<file path="src/icmf_defines.svh">
// register map, reset values and sizes of the image metadata framer
`ifndef ICMF_DEFINES_SVH
`define ICMF_DEFINES_SVH
`define ICMF_ADDR_W 8
`define ICMF_REG_CTRL 8'h00
`define ICMF_REG_ITEM_SEL 8'h04
`define ICMF_REG_ITEM_INCL 8'h08
`define ICMF_REG_GAIN_SEL 8'h0c
`define ICMF_REG_BLACK_SEL 8'h10
`define ICMF_REG_STATUS 8'h14
`define ICMF_REG_CRC 8'h20
`define ICMF_REG_FRAME 8'h24
`define ICMF_REG_OFFX 8'h28
`define ICMF_REG_OFFY 8'h2c
`define ICMF_REG_WIDTH 8'h30
`define ICMF_REG_HEIGHT 8'h34
`define ICMF_REG_EXPOSURE 8'h38
`define ICMF_REG_GAIN 8'h3c
`define ICMF_REG_BLACK 8'h40
`define ICMF_REG_PIXFMT 8'h44
`define ICMF_REG_TIME_LO 8'h48
`define ICMF_REG_TIME_HI 8'h4c
`define ICMF_REG_SEQ 8'h50
`define ICMF_REG_LINES 8'h54
`define ICMF_REG_SER_COUNT 8'h58
`define ICMF_REG_SER_DATA0 8'h60
`define ICMF_ITEM_COUNT 15
`define ICMF_INCL_RESET 15'h0003
`define ICMF_ITEM_SEL_MAX 4'he
`define ICMF_SERIAL_WORDS 4
`define ICMF_SERIAL_BYTES 5'h10
`define ICMF_FIFO_DEPTH 8
`define ICMF_CRC_POLY 32'h04c11db7
`define ICMF_CRC_INIT 32'hffffffff
`define ICMF_RESP_OKAY 2'h0
`define ICMF_RESP_SLVERR 2'h2
`endif

</file>
<file path="src/icmf_pkg.sv">
// types shared by the image metadata framer
package icmf_pkg;
  typedef enum logic [3:0] {
    ITEM_IMAGE = 4'h0, ITEM_CRC = 4'h1, ITEM_FRAME = 4'h2, ITEM_OFFX = 4'h3,
    ITEM_OFFY = 4'h4, ITEM_WIDTH = 4'h5, ITEM_HEIGHT = 4'h6, ITEM_EXPOSURE = 4'h7,
    ITEM_GAIN = 4'h8, ITEM_BLACK = 4'h9, ITEM_PIXFMT = 4'ha, ITEM_TIME = 4'hb,
    ITEM_SEQ = 4'hc, ITEM_SERIAL = 4'hd, ITEM_LINES = 4'he
  } icmf_item_t;
  typedef enum logic [3:0] {
    PIX_MONO8 = 4'h0, PIX_MONO12_PACKED = 4'h1, PIX_MONO16 = 4'h2, PIX_RGB8_PACKED = 4'h3,
    PIX_YUV422_PACKED = 4'h4, PIX_BAYER_GR8 = 4'h5, PIX_BAYER_RG8 = 4'h6,
    PIX_BAYER_GB8 = 4'h7, PIX_BAYER_BG8 = 4'h8, PIX_CBYCRY_422_8 = 4'h9
  } icmf_pixfmt_t;
  typedef enum logic [1:0] {
    GAIN_ALL = 2'h0, GAIN_RED = 2'h1, GAIN_GREEN = 2'h2, GAIN_BLUE = 2'h3
  } icmf_gain_sel_t;
  typedef enum logic [1:0] {
    ST_IDLE = 2'b00, ST_IMAGE = 2'b01, ST_TRAIL = 2'b10
  } icmf_state_t;
  typedef struct packed {
    logic [31:0] frame_number;
    logic [15:0] offset_x;
    logic [15:0] offset_y;
    logic [15:0] width;
    logic [15:0] height;
    logic [31:0] exposure_us;
    logic [15:0] gain_all;
    logic [15:0] gain_red;
    logic [15:0] gain_green;
    logic [15:0] gain_blue;
    logic [15:0] black_level;
    icmf_pixfmt_t pixel_format;
    logic [63:0] capture_time;
    logic [7:0] sequence_step;
  } icmf_meta_t;
  typedef struct packed {
    logic last;
    logic [31:0] data;
  } icmf_word_t;
endpackage

</file>
<file path="src/icmf_framer.sv">
// image metadata framer: register slave, per-frame latching, trailer builder and output fifo
//
// Notes on behaviour
// - trailer records are appended only while the master enable is set
// - image and check-value records enabled at reset and cannot be cleared
// - one include flag per item, reached through the item selector
// - master enable and include flags are refused while acquisition runs
// - selector covers image, crc, frame, region, exposure, gain, black, format and more
// - check-value record carries crc-32 over this frame's image words
// - frame number record reports the id of the accompanying frame
// - region records report offsets, width and height of this image
// - exposure record reports microseconds actually used for this image
// - gain record returns the channel chosen by the gain selector
// - black level selector has only the all-channels choice
// - timestamp record reports capture time of this image
// - sequencer record reports the set active for this frame
// - line levels are captured at end of exposure as one bit vector
// - serial record carries received bytes and how many were included
// - read-only flag reports that serial bytes overflowed the record
// - pixel format record identifies one of ten formats
// - value records are read-only; only enable, item, gain and black selectors and flags are writable
//
// Decided for this implementation: the register addresses and the AXI4-Lite slave port.
`timescale 1ns/1ps
`include "icmf_defines.svh"

// ----------------------------------------------------------------
// output fifo
// ----------------------------------------------------------------
module icmf_fifo #(
  parameter int WIDTH = 33,
  parameter int DEPTH = 8
) (
  // clock and reset
  input wire logic mclk,
  input wire logic rst_n,
  // fill side
  input wire logic wr_valid,
  output logic wr_ready,
  input wire logic [WIDTH-1:0] wr_data,
  // drain side
  output logic rd_valid,
  input wire logic rd_ready,
  output logic [WIDTH-1:0] rd_data
);
  localparam int AW = $clog2(DEPTH);
  logic [WIDTH-1:0] mem [DEPTH];
  logic [AW-1:0] wr_ptr;
  logic [AW-1:0] rd_ptr;
  logic [AW:0] count;
  wire push = wr_valid & wr_ready;
  wire pop = rd_valid & rd_ready;
  assign wr_ready = count != (AW+1)'(DEPTH);
  assign rd_valid = count != '0;
  assign rd_data = mem[rd_ptr];
  always_ff @(posedge mclk) begin
    if (push) begin
      mem[wr_ptr] <= wr_data;
    end
  end
  always_ff @(posedge mclk or negedge rst_n) begin
    if (!rst_n) begin
      wr_ptr <= '0;
      rd_ptr <= '0;
      count <= '0;
    end else begin
      wr_ptr <= push ? wr_ptr + AW'(1) : wr_ptr;
      rd_ptr <= pop ? rd_ptr + AW'(1) : rd_ptr;
      count <= count + (AW+1)'(push) - (AW+1)'(pop);
    end
  end
endmodule

// ----------------------------------------------------------------
// framer top
// ----------------------------------------------------------------
module icmf_framer (
  // clock and reset
  input wire logic mclk,
  input wire logic rst_n,
  // axi4-lite write
  input wire logic [`ICMF_ADDR_W-1:0] s_axil_awaddr,
  input wire logic s_axil_awvalid,
  output logic s_axil_awready,
  input wire logic [31:0] s_axil_wdata,
  input wire logic [3:0] s_axil_wstrb,
  input wire logic s_axil_wvalid,
  output logic s_axil_wready,
  output logic [1:0] s_axil_bresp,
  output logic s_axil_bvalid,
  input wire logic s_axil_bready,
  // axi4-lite read
  input wire logic [`ICMF_ADDR_W-1:0] s_axil_araddr,
  input wire logic s_axil_arvalid,
  output logic s_axil_arready,
  output logic [31:0] s_axil_rdata,
  output logic [1:0] s_axil_rresp,
  output logic s_axil_rvalid,
  input wire logic s_axil_rready,
  // acquisition state and capture values
  input wire logic acquisition_active,
  input wire logic exposure_end,
  input wire icmf_pkg::icmf_meta_t capture_meta,
  input wire logic [7:0] line_levels_pin,
  // serial receive bytes
  input wire logic serial_rx_valid,
  input wire logic [7:0] serial_rx_byte,
  // image words in
  input wire logic pix_valid,
  output logic pix_ready,
  input wire logic [31:0] pix_data,
  input wire logic pix_last,
  // framed payload out
  output logic out_valid,
  input wire logic out_ready,
  output logic [31:0] out_data,
  output logic out_last
);
  // ----------------------------------------------------------------
  // state
  // ----------------------------------------------------------------
  logic master_enable;
  logic [3:0] item_select;
  logic [`ICMF_ITEM_COUNT-1:0] item_include;
  icmf_pkg::icmf_gain_sel_t gain_channel_select;
  icmf_pkg::icmf_meta_t cap_meta;
  icmf_pkg::icmf_meta_t frm_meta;
  logic [7:0] line_sync1;
  logic [7:0] line_sync2;
  logic [7:0] cap_lines;
  logic [7:0] exposure_end_line_levels;
  logic [`ICMF_ITEM_COUNT-1:0] frm_include;
  logic frm_active;
  logic [31:0] crc;
  logic [31:0] payload_check_value;
  logic [31:0] ser_buf [`ICMF_SERIAL_WORDS];
  logic [31:0] serial_bytes_record [`ICMF_SERIAL_WORDS];
  logic [4:0] ser_cnt;
  logic ser_ovf;
  logic [4:0] serial_bytes_count;
  logic serial_capture_overflow;
  icmf_pkg::icmf_state_t state;
  icmf_pkg::icmf_state_t next_state;
  logic [3:0] item_idx;
  logic [2:0] word_idx;

  // ----------------------------------------------------------------
  // crc-32 over one image word, msb first
  // ----------------------------------------------------------------
  function automatic logic [31:0] crc_word(input logic [31:0] c, input logic [31:0] d);
    logic [31:0] r;
    r = c;
    for (int i = 31; i >= 0; i--) begin
      r = (r[31] ^ d[i]) ? ((r << 1) ^ `ICMF_CRC_POLY) : (r << 1);
    end
    return r;
  endfunction

  // ----------------------------------------------------------------
  // axi4-lite slave
  // ----------------------------------------------------------------
  logic aw_full;
  logic w_full;
  logic [`ICMF_ADDR_W-1:0] aw_addr;
  logic [31:0] w_data;
  logic w_lane0;
  logic [31:0] rd_word;
  logic rd_hit;
  assign s_axil_awready = !aw_full && !s_axil_bvalid;
  assign s_axil_wready = !w_full && !s_axil_bvalid;
  assign s_axil_arready = !s_axil_rvalid;
  wire wr_fire = aw_full && w_full;
  wire ar_take = s_axil_arvalid && s_axil_arready;
  // enable and include flags are frozen while the sensor runs so every frame in a run matches
  wire is_ctrl = aw_addr == `ICMF_REG_CTRL;
  wire is_sel = aw_addr == `ICMF_REG_ITEM_SEL;
  wire is_incl = aw_addr == `ICMF_REG_ITEM_INCL;
  wire is_gain = aw_addr == `ICMF_REG_GAIN_SEL;
  wire is_black = aw_addr == `ICMF_REG_BLACK_SEL;
  wire locked = acquisition_active && (is_ctrl || is_incl);
  wire bad_sel = is_sel && (w_data[3:0] > `ICMF_ITEM_SEL_MAX || w_data[31:4] != '0);
  wire bad_black = is_black && w_data != '0;
  // value records have no write path at all
  wire wr_mapped = is_ctrl || is_sel || is_incl || is_gain || is_black;
  wire wr_err = !wr_mapped || locked || bad_sel || bad_black;
  wire wr_do = wr_fire && !wr_err && w_lane0;
  logic [`ICMF_ITEM_COUNT-1:0] next_include;
  always_comb begin
    next_include = item_include;
    next_include[item_select] = w_data[0];
    next_include = next_include | `ICMF_INCL_RESET;
  end
  always_ff @(posedge mclk or negedge rst_n) begin
    if (!rst_n) begin
      aw_full <= 1'b0;
      w_full <= 1'b0;
      aw_addr <= '0;
      w_data <= '0;
      w_lane0 <= 1'b0;
      s_axil_bvalid <= 1'b0;
      s_axil_bresp <= `ICMF_RESP_OKAY;
    end else begin
      if (s_axil_awvalid && s_axil_awready) begin
        aw_full <= 1'b1;
        aw_addr <= s_axil_awaddr;
      end else if (wr_fire) begin
        aw_full <= 1'b0;
      end
      if (s_axil_wvalid && s_axil_wready) begin
        w_full <= 1'b1;
        w_data <= s_axil_wdata;
        w_lane0 <= s_axil_wstrb[0];
      end else if (wr_fire) begin
        w_full <= 1'b0;
      end
      if (wr_fire) begin
        s_axil_bvalid <= 1'b1;
        s_axil_bresp <= wr_err ? `ICMF_RESP_SLVERR : `ICMF_RESP_OKAY;
      end else if (s_axil_bready) begin
        s_axil_bvalid <= 1'b0;
      end
    end
  end
  always_ff @(posedge mclk or negedge rst_n) begin
    if (!rst_n) begin
      master_enable <= 1'b0;
      item_select <= 4'h0;
      item_include <= `ICMF_INCL_RESET;
      gain_channel_select <= icmf_pkg::GAIN_ALL;
    end else if (wr_do) begin
      if (is_ctrl) begin
        master_enable <= w_data[0];
      end
      if (is_sel) begin
        item_select <= w_data[3:0];
      end
      if (is_incl) begin
        item_include <= next_include;
      end
      if (is_gain) begin
        gain_channel_select <= icmf_pkg::icmf_gain_sel_t'(w_data[1:0]);
      end
    end
  end

  // ----------------------------------------------------------------
  // register read view
  // ----------------------------------------------------------------
  logic [15:0] gain_record;
  always_comb begin
    unique case (gain_channel_select)
      icmf_pkg::GAIN_ALL: gain_record = frm_meta.gain_all;
      icmf_pkg::GAIN_RED: gain_record = frm_meta.gain_red;
      icmf_pkg::GAIN_GREEN: gain_record = frm_meta.gain_green;
      icmf_pkg::GAIN_BLUE: gain_record = frm_meta.gain_blue;
    endcase
  end
  wire [5:0] rd_ser_idx = s_axil_araddr[7:2] - 6'(`ICMF_REG_SER_DATA0 >> 2);
  wire rd_is_ser = s_axil_araddr[1:0] == 2'h0 && rd_ser_idx < 6'(`ICMF_SERIAL_WORDS);
  always_comb begin
    rd_hit = 1'b1;
    rd_word = 32'h0;
    unique case (s_axil_araddr)
      `ICMF_REG_CTRL: rd_word = {30'h0, acquisition_active, master_enable};
      `ICMF_REG_ITEM_SEL: rd_word = {28'h0, item_select};
      `ICMF_REG_ITEM_INCL: rd_word = {31'h0, item_include[item_select]};
      `ICMF_REG_GAIN_SEL: rd_word = {30'h0, gain_channel_select};
      `ICMF_REG_BLACK_SEL: rd_word = 32'h0;
      `ICMF_REG_STATUS: rd_word = {31'h0, serial_capture_overflow};
      `ICMF_REG_CRC: rd_word = payload_check_value;
      `ICMF_REG_FRAME: rd_word = frm_meta.frame_number;
      `ICMF_REG_OFFX: rd_word = {16'h0, frm_meta.offset_x};
      `ICMF_REG_OFFY: rd_word = {16'h0, frm_meta.offset_y};
      `ICMF_REG_WIDTH: rd_word = {16'h0, frm_meta.width};
      `ICMF_REG_HEIGHT: rd_word = {16'h0, frm_meta.height};
      `ICMF_REG_EXPOSURE: rd_word = frm_meta.exposure_us;
      `ICMF_REG_GAIN: rd_word = {16'h0, gain_record};
      `ICMF_REG_BLACK: rd_word = {16'h0, frm_meta.black_level};
      `ICMF_REG_PIXFMT: rd_word = {28'h0, frm_meta.pixel_format};
      `ICMF_REG_TIME_LO: rd_word = frm_meta.capture_time[31:0];
      `ICMF_REG_TIME_HI: rd_word = frm_meta.capture_time[63:32];
      `ICMF_REG_SEQ: rd_word = {24'h0, frm_meta.sequence_step};
      `ICMF_REG_LINES: rd_word = {24'h0, exposure_end_line_levels};
      `ICMF_REG_SER_COUNT: rd_word = {27'h0, serial_bytes_count};
      default: begin
        rd_hit = rd_is_ser;
        rd_word = rd_is_ser ? serial_bytes_record[rd_ser_idx[1:0]] : 32'h0;
      end
    endcase
  end
  always_ff @(posedge mclk or negedge rst_n) begin
    if (!rst_n) begin
      s_axil_rvalid <= 1'b0;
      s_axil_rdata <= 32'h0;
      s_axil_rresp <= `ICMF_RESP_OKAY;
    end else if (ar_take) begin
      s_axil_rvalid <= 1'b1;
      s_axil_rdata <= rd_word;
      s_axil_rresp <= rd_hit ? `ICMF_RESP_OKAY : `ICMF_RESP_SLVERR;
    end else if (s_axil_rready) begin
      s_axil_rvalid <= 1'b0;
    end
  end

  // ----------------------------------------------------------------
  // capture at end of exposure, latch per frame
  // ----------------------------------------------------------------
  wire fifo_ready;
  wire in_image = state == icmf_pkg::ST_IDLE || state == icmf_pkg::ST_IMAGE;
  assign pix_ready = fifo_ready && in_image;
  wire pix_take = pix_valid && pix_ready;
  wire frame_start = pix_take && state == icmf_pkg::ST_IDLE;
  wire pix_end = pix_take && pix_last;
  wire go_trail = (state == icmf_pkg::ST_IDLE) ? master_enable : frm_active;
  wire [31:0] crc_base = (state == icmf_pkg::ST_IDLE) ? `ICMF_CRC_INIT : crc;
  wire [31:0] crc_next = crc_word(crc_base, pix_data);
  always_ff @(posedge mclk or negedge rst_n) begin
    if (!rst_n) begin
      line_sync1 <= 8'h0;
      line_sync2 <= 8'h0;
      cap_lines <= 8'h0;
      cap_meta <= '0;
    end else begin
      line_sync1 <= line_levels_pin;
      line_sync2 <= line_sync1;
      if (exposure_end) begin
        cap_lines <= line_sync2;
        cap_meta <= capture_meta;
      end
    end
  end
  always_ff @(posedge mclk or negedge rst_n) begin
    if (!rst_n) begin
      frm_meta <= '0;
      exposure_end_line_levels <= 8'h0;
      frm_include <= `ICMF_INCL_RESET;
      frm_active <= 1'b0;
      crc <= `ICMF_CRC_INIT;
      payload_check_value <= 32'h0;
    end else begin
      if (frame_start) begin
        frm_meta <= cap_meta;
        exposure_end_line_levels <= cap_lines;
        frm_include <= item_include | `ICMF_INCL_RESET;
        frm_active <= master_enable;
      end
      if (pix_take) begin
        crc <= crc_next;
      end
      if (pix_end) begin
        payload_check_value <= ~crc_next;
      end
    end
  end

  // ----------------------------------------------------------------
  // serial byte collection, handed to the frame at its start
  // ----------------------------------------------------------------
  // bytes past the record's capacity are dropped, only the flag remains
  wire ser_room = ser_cnt != `ICMF_SERIAL_BYTES;
  always_ff @(posedge mclk or negedge rst_n) begin
    if (!rst_n) begin
      ser_cnt <= 5'h0;
      ser_ovf <= 1'b0;
      serial_bytes_count <= 5'h0;
      serial_capture_overflow <= 1'b0;
      for (int i = 0; i < `ICMF_SERIAL_WORDS; i++) begin
        ser_buf[i] <= 32'h0;
        serial_bytes_record[i] <= 32'h0;
      end
    end else if (frame_start) begin
      // a byte arriving in the hand-over cycle opens the next record
      serial_bytes_record <= ser_buf;
      serial_bytes_count <= ser_cnt;
      serial_capture_overflow <= ser_ovf;
      ser_cnt <= {4'h0, serial_rx_valid};
      ser_ovf <= 1'b0;
      for (int i = 0; i < `ICMF_SERIAL_WORDS; i++) begin
        ser_buf[i] <= 32'h0;
      end
      ser_buf[0][7:0] <= serial_rx_valid ? serial_rx_byte : 8'h0;
    end else if (serial_rx_valid) begin
      if (ser_room) begin
        ser_buf[ser_cnt[3:2]][ser_cnt[1:0]*8 +: 8] <= serial_rx_byte;
        ser_cnt <= ser_cnt + 5'h1;
      end else begin
        ser_ovf <= 1'b1;
      end
    end
  end

  // ----------------------------------------------------------------
  // trailer builder: header word then value words per included item
  // ----------------------------------------------------------------
  wire item_on = frm_include[item_idx];
  wire [`ICMF_ITEM_COUNT-1:0] above = frm_include >> item_idx;
  wire higher = |above[`ICMF_ITEM_COUNT-1:1];
  logic [2:0] item_len;
  logic [31:0] trail_word;
  always_comb begin
    unique case (item_idx)
      icmf_pkg::ITEM_TIME: item_len = 3'h2;
      icmf_pkg::ITEM_SERIAL: item_len = 3'h5;
      default: item_len = 3'h1;
    endcase
  end
  wire last_word = word_idx == item_len;
  wire trail_last = last_word && !higher;
  always_comb begin
    trail_word = {20'h0, item_idx, 5'h0, item_len};
    if (word_idx != 3'h0) begin
      unique case (item_idx)
        icmf_pkg::ITEM_CRC: trail_word = payload_check_value;
        icmf_pkg::ITEM_FRAME: trail_word = frm_meta.frame_number;
        icmf_pkg::ITEM_OFFX: trail_word = {16'h0, frm_meta.offset_x};
        icmf_pkg::ITEM_OFFY: trail_word = {16'h0, frm_meta.offset_y};
        icmf_pkg::ITEM_WIDTH: trail_word = {16'h0, frm_meta.width};
        icmf_pkg::ITEM_HEIGHT: trail_word = {16'h0, frm_meta.height};
        icmf_pkg::ITEM_EXPOSURE: trail_word = frm_meta.exposure_us;
        icmf_pkg::ITEM_GAIN: trail_word = {16'h0, gain_record};
        icmf_pkg::ITEM_BLACK: trail_word = {16'h0, frm_meta.black_level};
        icmf_pkg::ITEM_PIXFMT: trail_word = {28'h0, frm_meta.pixel_format};
        icmf_pkg::ITEM_TIME: begin
          trail_word = (word_idx == 3'h1) ? frm_meta.capture_time[31:0]
                                          : frm_meta.capture_time[63:32];
        end
        icmf_pkg::ITEM_SEQ: trail_word = {24'h0, frm_meta.sequence_step};
        icmf_pkg::ITEM_SERIAL: begin
          trail_word = (word_idx == 3'h1) ? {27'h0, serial_bytes_count}
                       : serial_bytes_record[2'(word_idx - 3'h2)];
        end
        icmf_pkg::ITEM_LINES: trail_word = {24'h0, exposure_end_line_levels};
        default: trail_word = 32'h0;
      endcase
    end
  end

  // ----------------------------------------------------------------
  // frame sequencer
  // ----------------------------------------------------------------
  wire in_trail = state == icmf_pkg::ST_TRAIL;
  wire trail_wr = in_trail && item_on;
  wire trail_take = trail_wr && fifo_ready;
  wire fifo_wr_valid = (pix_valid && in_image) || trail_wr;
  icmf_pkg::icmf_word_t fifo_in;
  icmf_pkg::icmf_word_t fifo_out;
  assign fifo_in = in_trail ? {trail_last, trail_word} : {pix_last && !go_trail, pix_data};
  always_comb begin
    next_state = state;
    unique case (state)
      icmf_pkg::ST_IDLE, icmf_pkg::ST_IMAGE: begin
        if (pix_end) begin
          next_state = go_trail ? icmf_pkg::ST_TRAIL : icmf_pkg::ST_IDLE;
        end else if (pix_take) begin
          next_state = icmf_pkg::ST_IMAGE;
        end
      end
      icmf_pkg::ST_TRAIL: begin
        if (trail_take && trail_last) begin
          next_state = icmf_pkg::ST_IDLE;
        end
      end
      default: next_state = icmf_pkg::ST_IDLE;
    endcase
  end
  always_ff @(posedge mclk or negedge rst_n) begin
    if (!rst_n) begin
      state <= icmf_pkg::ST_IDLE;
      item_idx <= icmf_pkg::ITEM_CRC;
      word_idx <= 3'h0;
    end else begin
      state <= next_state;
      if (!in_trail) begin
        item_idx <= icmf_pkg::ITEM_CRC;
        word_idx <= 3'h0;
      end else if (!item_on || (trail_take && last_word)) begin
        item_idx <= item_idx + 4'h1;
        word_idx <= 3'h0;
      end else if (trail_take) begin
        word_idx <= word_idx + 3'h1;
      end
    end
  end

  // ----------------------------------------------------------------
  // output buffer
  // ----------------------------------------------------------------
  icmf_fifo #(
    .WIDTH($bits(icmf_pkg::icmf_word_t)),
    .DEPTH(`ICMF_FIFO_DEPTH)
  ) u_fifo (
    .mclk(mclk),
    .rst_n(rst_n),
    .wr_valid(fifo_wr_valid),
    .wr_ready(fifo_ready),
    .wr_data(fifo_in),
    .rd_valid(out_valid),
    .rd_ready(out_ready),
    .rd_data(fifo_out)
  );
  assign out_data = fifo_out.data;
  assign out_last = fifo_out.last;
endmodule

</file>
<file path="config.mk">
export PLATFORM = sky130hd
export DESIGN_NAME = icmf_framer
export DESIGN_NICKNAME = d
export VERILOG_FILES = /design/src/icmf_pkg.sv /design/src/icmf_framer.sv
export VERILOG_INCLUDE_DIRS = /design/src /design/src/src
export SDC_FILE = /design/constraint.sdc
export NUM_CORES = 2
export LEC_CHECK = 0
export ABC_CLOCK_PERIOD_IN_PS = 7400
export BUFFER_PORTS_ARGS = -buffer_cell sky130_fd_sc_hd__buf_2
export CAP_MARGIN = 20
export CORE_UTILIZATION = 65
export DETAILED_ROUTE_END_ITERATION = 12
export PLACE_DENSITY = 0.95
export SLEW_MARGIN = 10
export SYNTH_ARGS = -nofsm -noshare
export SYNTH_HDL_FRONTEND = slang
export SYNTH_SLANG_ARGS = --single-unit
</file>
<file path="constraint.sdc">
create_clock -name mclk -period 7.4 [get_ports mclk]
set_input_delay 0 -clock mclk [delete_from_list [all_inputs] [get_ports mclk]]
set_output_delay 0 -clock mclk [all_outputs]
set_load 0.02 [all_outputs]
</file>
==> flow_summary.yaml, run 1 <==
run_status:
  status: "stopped before the end"
  lastStage: "global routing (5_1_grt)"
  first-error: "[ERROR GRT-0232] Routing congestion too high. Check the congestion heatmap in the GUI."
cts:
  htree_levels: 4
  clk_path_buf_depth: 3
  cts_inserted_buffers: 132
  holdBufCountCts: 617
  cts_setup_buffers: 0
  cts.sinks: 1328
  cts_resized: 0
  clockRootBuffer: "clkbuf_16"
global_route:
  grt_usage: 0.6701
  grt-ovfl-total: 5
  grt_max_degree: 230
  antenna_found_initial: 92
synth:
  ys_top_cells_by_area: "dfrtp_1 43%, edfxtp_1 13%, nand2_1 9.8%"
  netlist_instances: 5242
  ys_seq_area_frac: 0.5719
  yosysTopAreaCellShare: 0.4265
  async_flop_share: 0.8012
  syn_avg_cell_area_um2: 11.54
  synth.distinct_cells: 68
  ys.warnings.count: 0
  ys.flop_type: "dfrtp_1"
  synth_top_area_cell: "dfrtp_1"
  synthesis.area_um2: 60490
  ys_seq_elements: 1328
  synth_edf_count: 264
die:
  ios: 473
  rows: 111
  start_util: 0.6579
  die-width_um: 307.1
  die_y_um: 307.1
placement:
  gp_congestion: 1.023
  dp_cells: 6691
  hpwl_um: 137100
  port_buffers: 467
[cell families after synthesis]
logic type,count (synthesis),share of synthesized area
buf+inv,355,0.02292
fa+ha+maj,23,0.004881
mux,612,0.1412
compound gates,588,0.06625
other cells,1,0.00006199
flops,1328,0.5719
simple gates,2026,0.1329
xor+xnor,309,0.05992
[through the flow]
stage	utilization	worst slack [ns]	cell area (um^2)	hold slack, ns
floorplan	-	2.705	60500	-0.2956
detailed placement	0.6943	2.023	63830	0.1093
CTS	0.8089	1.976	74370	0.0001268
global placement	0.6943	2.164	63830	0.1095
[metal layers]
metal / overflow / global-route usage
met1: 0 / 0.6809
met2: 4 / 0.8412
met3: 0 / 0.4984
met4: 1 / 0.6423
met5: 0 / 0.2879
[cell usage after synthesis, drive strengths merged, types with 7 or more instances]
cell type	count
and3	8
nand4	21
dfstp	33
nor2	228
a22o	66
mux2	420
mux4	151
nor3	13
edfxtp	264
a221oi	60
and2	19
inv	24
nand2	1577
a31oi	11
xnor2	185
nor2b	15
o21ai	151
a21oi	128
buf	51
dfrtp	1031
o2111ai	7
nand3	105
xnor3	48
xor2	70
ha	22
nand2b	8
a22oi	66
nor4	13
a222oi	35
clkbuf	280
a41oi	16
mux2i	41
==> run 2, diff against run 1 <==
CORE_UTILIZATION = 40   (was 65)
PLACE_DENSITY = unset   (was 0.95)
PLACE_DENSITY_LB_ADDON = 0.15   (was unset)
==> run 2 against run 1 <==
  * The run now ends clean
  * Synthesized cell count did not move
  * Area after synthesis did not move
==> flow_summary.yaml, run 2 <==
run_status:
  status: "completed"
finish:
  layout.cells.most_common_list: "1576 x nand2_1, 1028 x dfrtp_1, 799 x dlygate4sd3_1"
  reg.largest.list: "cap_meta (284), frm_meta (284), u_fifo.mem (264)"
  area.growth.synth_to_final_pct: 28.50
  postLayoutCoreUtil: 0.5184
  stdcell_area_um2: 77730
  final_common_cell: "nand2_1"
  drive_gt1_frac: 0.2155
  final_nets: 6824
die:
  die_y_um: 390.9
  die-area_um2: 152800
  coreArea_um2: 150000
  start_util: 0.4034
  die-width_um: 390.9
  rows: 142
  ios: 473
worst_setup_path:
  slowest_delay_ns: 0.79
  cp_cell_sequence: "nor2_4 > nor2_1 > xor3_1 > xnor3_1 > xnor3_2 > xnor3_2 > xnor2_1 > xnor3_1 > xor2_1 > mux2_2"
  critPathArrivalTime_ns: 5.75
  cp.required_ns: 8.04
  cp-start-kind: "register"
  setup.worst_path.end_class: "register"
  critPathMaxFanout: 18
  crit_slowest_cell: "xnor3_1"
  path_class: "register to register"
sta:
  rsz0062_at_grt: "no"
  hold_viol: 0
  maxSlewViolCount: 0
  period_needed_ns: 5.109
  fin_tns_setup_ns: 0
  worst_hold_slack_ns: 0.03431
  clock_skew_ns: 0.02830
  setup_violations: 0
  max-slew-margin-rel: 0.2004
  tightest_slew_ns: 1.187
  timing.fmax_ghz: 0.1957
  post-route-period-util: 0.6904
min_path:
  min_path_type: "input port to register"
synth:
  ys.warnings.count: 0
  netlist_instances: 5242
  synth.distinct_cells: 68
  ys_top_cells_by_area: "dfrtp_1 43%, edfxtp_1 13%, nand2_1 9.8%"
  ys_seq_elements: 1328
  async_flop_share: 0.8012
  ys.flop_type: "dfrtp_1"
  synthesis.area_um2: 60490
  synth_edf_count: 264
  yosysTopAreaCellShare: 0.4265
  yosys-top-cells-count: "1577 x nand2_1, 1031 x dfrtp_1, 408 x mux2_2"
  synth_top_area_cell: "dfrtp_1"
  ys_seq_area_frac: 0.5719
  syn_avg_cell_area_um2: 11.54
  yosysMostFrequentCell: "nand2_1"
cts:
  clk_path_buf_depth: 3
  htree_levels: 4
  cts_tree: "done"
  cts_setup_buffers: 0
  cts_resized: 0
  clk_pin_slew_ns: 0.07
  clock_latency_ns: 0.78
  cts.sinks: 1328
  cts_inserted_buffers: 146
  clockRootBuffer: "clkbuf_16"
drt:
  wire_per_inst_um: 25.47
  drcViolationCount: 0
  first_pass_iters: 9
  wl_um: 217400
  drt-initial-drc-count: 3987
  antenna_left: 0
  routed_via_density: 5.425
  vias: 46305
placement:
  gp_congestion: 0.9535
  hpwl_um: 145000
  place_area_um2: 64950
  port_buffers: 467
global_route:
  grt-ovfl-total: 0
  grt_max_degree: 199
  grt_pass1_vias: 47376
  antenna_found_initial: 13
  grt_pass1_wl_um: 320500
  grt_usage: 0.2850
run:
  cap_violations: 0
[run 2: stage by stage]
step           cells  worst slack [ns]
4_1_cts         8531             2.287
3_3_place_gp    7471             2.357
5_1_grt         8533             2.108
2_1_floorplan   5243             2.705
3_5_place_dp    7472             2.324
6_report        8536             2.291
[run 2: cells by family after synthesis]
family                     share of synthesized area
muxes                                         0.1412
adders and majority gates                   0.004881
buffers and inverters                        0.02292
AOI/OAI and AO/OA                            0.06625
and+or+nand+nor                               0.1329
other                                     0.00006199
DFF                                           0.5719
xor gates and xnor gates                     0.05992
[run 2: final cells by class]
| cell class | instances | area [um^2] |
|---|---|---|
| fillers | 13202 | 72220 |
| flip-flops and latches | 1328 | 34600 |
| multi-input cells | 3560 | 24670 |
| repair buffers | 1344 | 11100 |
| clock buffers | 214 | 4210 |
| well taps | 2016 | 2522 |
| clock inverters | 45 | 531.8 |
| inverters | 24 | 90.09 |
| diodes | 5 | 12.51 |
[run 2: worst paths after layout]
kind	startpoint	to	slack, ns	cells after the start
setup / recovery	state[1]$_DFFE_PN0P_	payload_check_value[14]$_DFFE_PN0P_	2.29	10
hold / removal	capture_meta[71]	cap_meta[71]$_DFFE_PN0P_	0.03	3
setup reg to reg	state[1]$_DFFE_PN0P_	payload_check_value[14]$_DFFE_PN0P_	2.29	10
hold reg to reg	line_sync1[7]$_DFF_PN0_	line_sync2[7]$_DFF_PN0_	0.35	0
max in group asynchronous	rst_n	w_data[22]$_DFFE_PN0P_	5.59	5
min in group asynchronous	rst_n	crc[9]$_DFFE_PN1P_	0.42	3
[run 2: routing by layer]
| metal | vias to the layer above | routed length (um) | track usage |
|---|---|---|---|
| met3 | 431 | 14730 | 0.05220 |
| met2 | 1810 | 100600 | 0.4508 |
| met1 | 23488 | 91840 | 0.3853 |
| li1 | 20564 | - | - |
| met4 | 12 | 10160 | 0.1196 |
| met5 | - | 76 | 0 |
[run 2: critical path, delay by kind of cell, from the launching register on]
kind	cells	cell delay (ns)
and+or+nand+nor	2	0.67
xor gates and xnor gates	7	3.46
muxes	1	0.28
DFF	1	0.54
[run 2: repair_timing]
item,CTS,global route
endpoints found under the setup margin,0,0
hold buffers,800,0
endpoints found under the hold margin,1204,0
Power of run 2 is not shown: default switching activity piles up to over one toggle a cycle in this logic, so the estimate is an artifact.
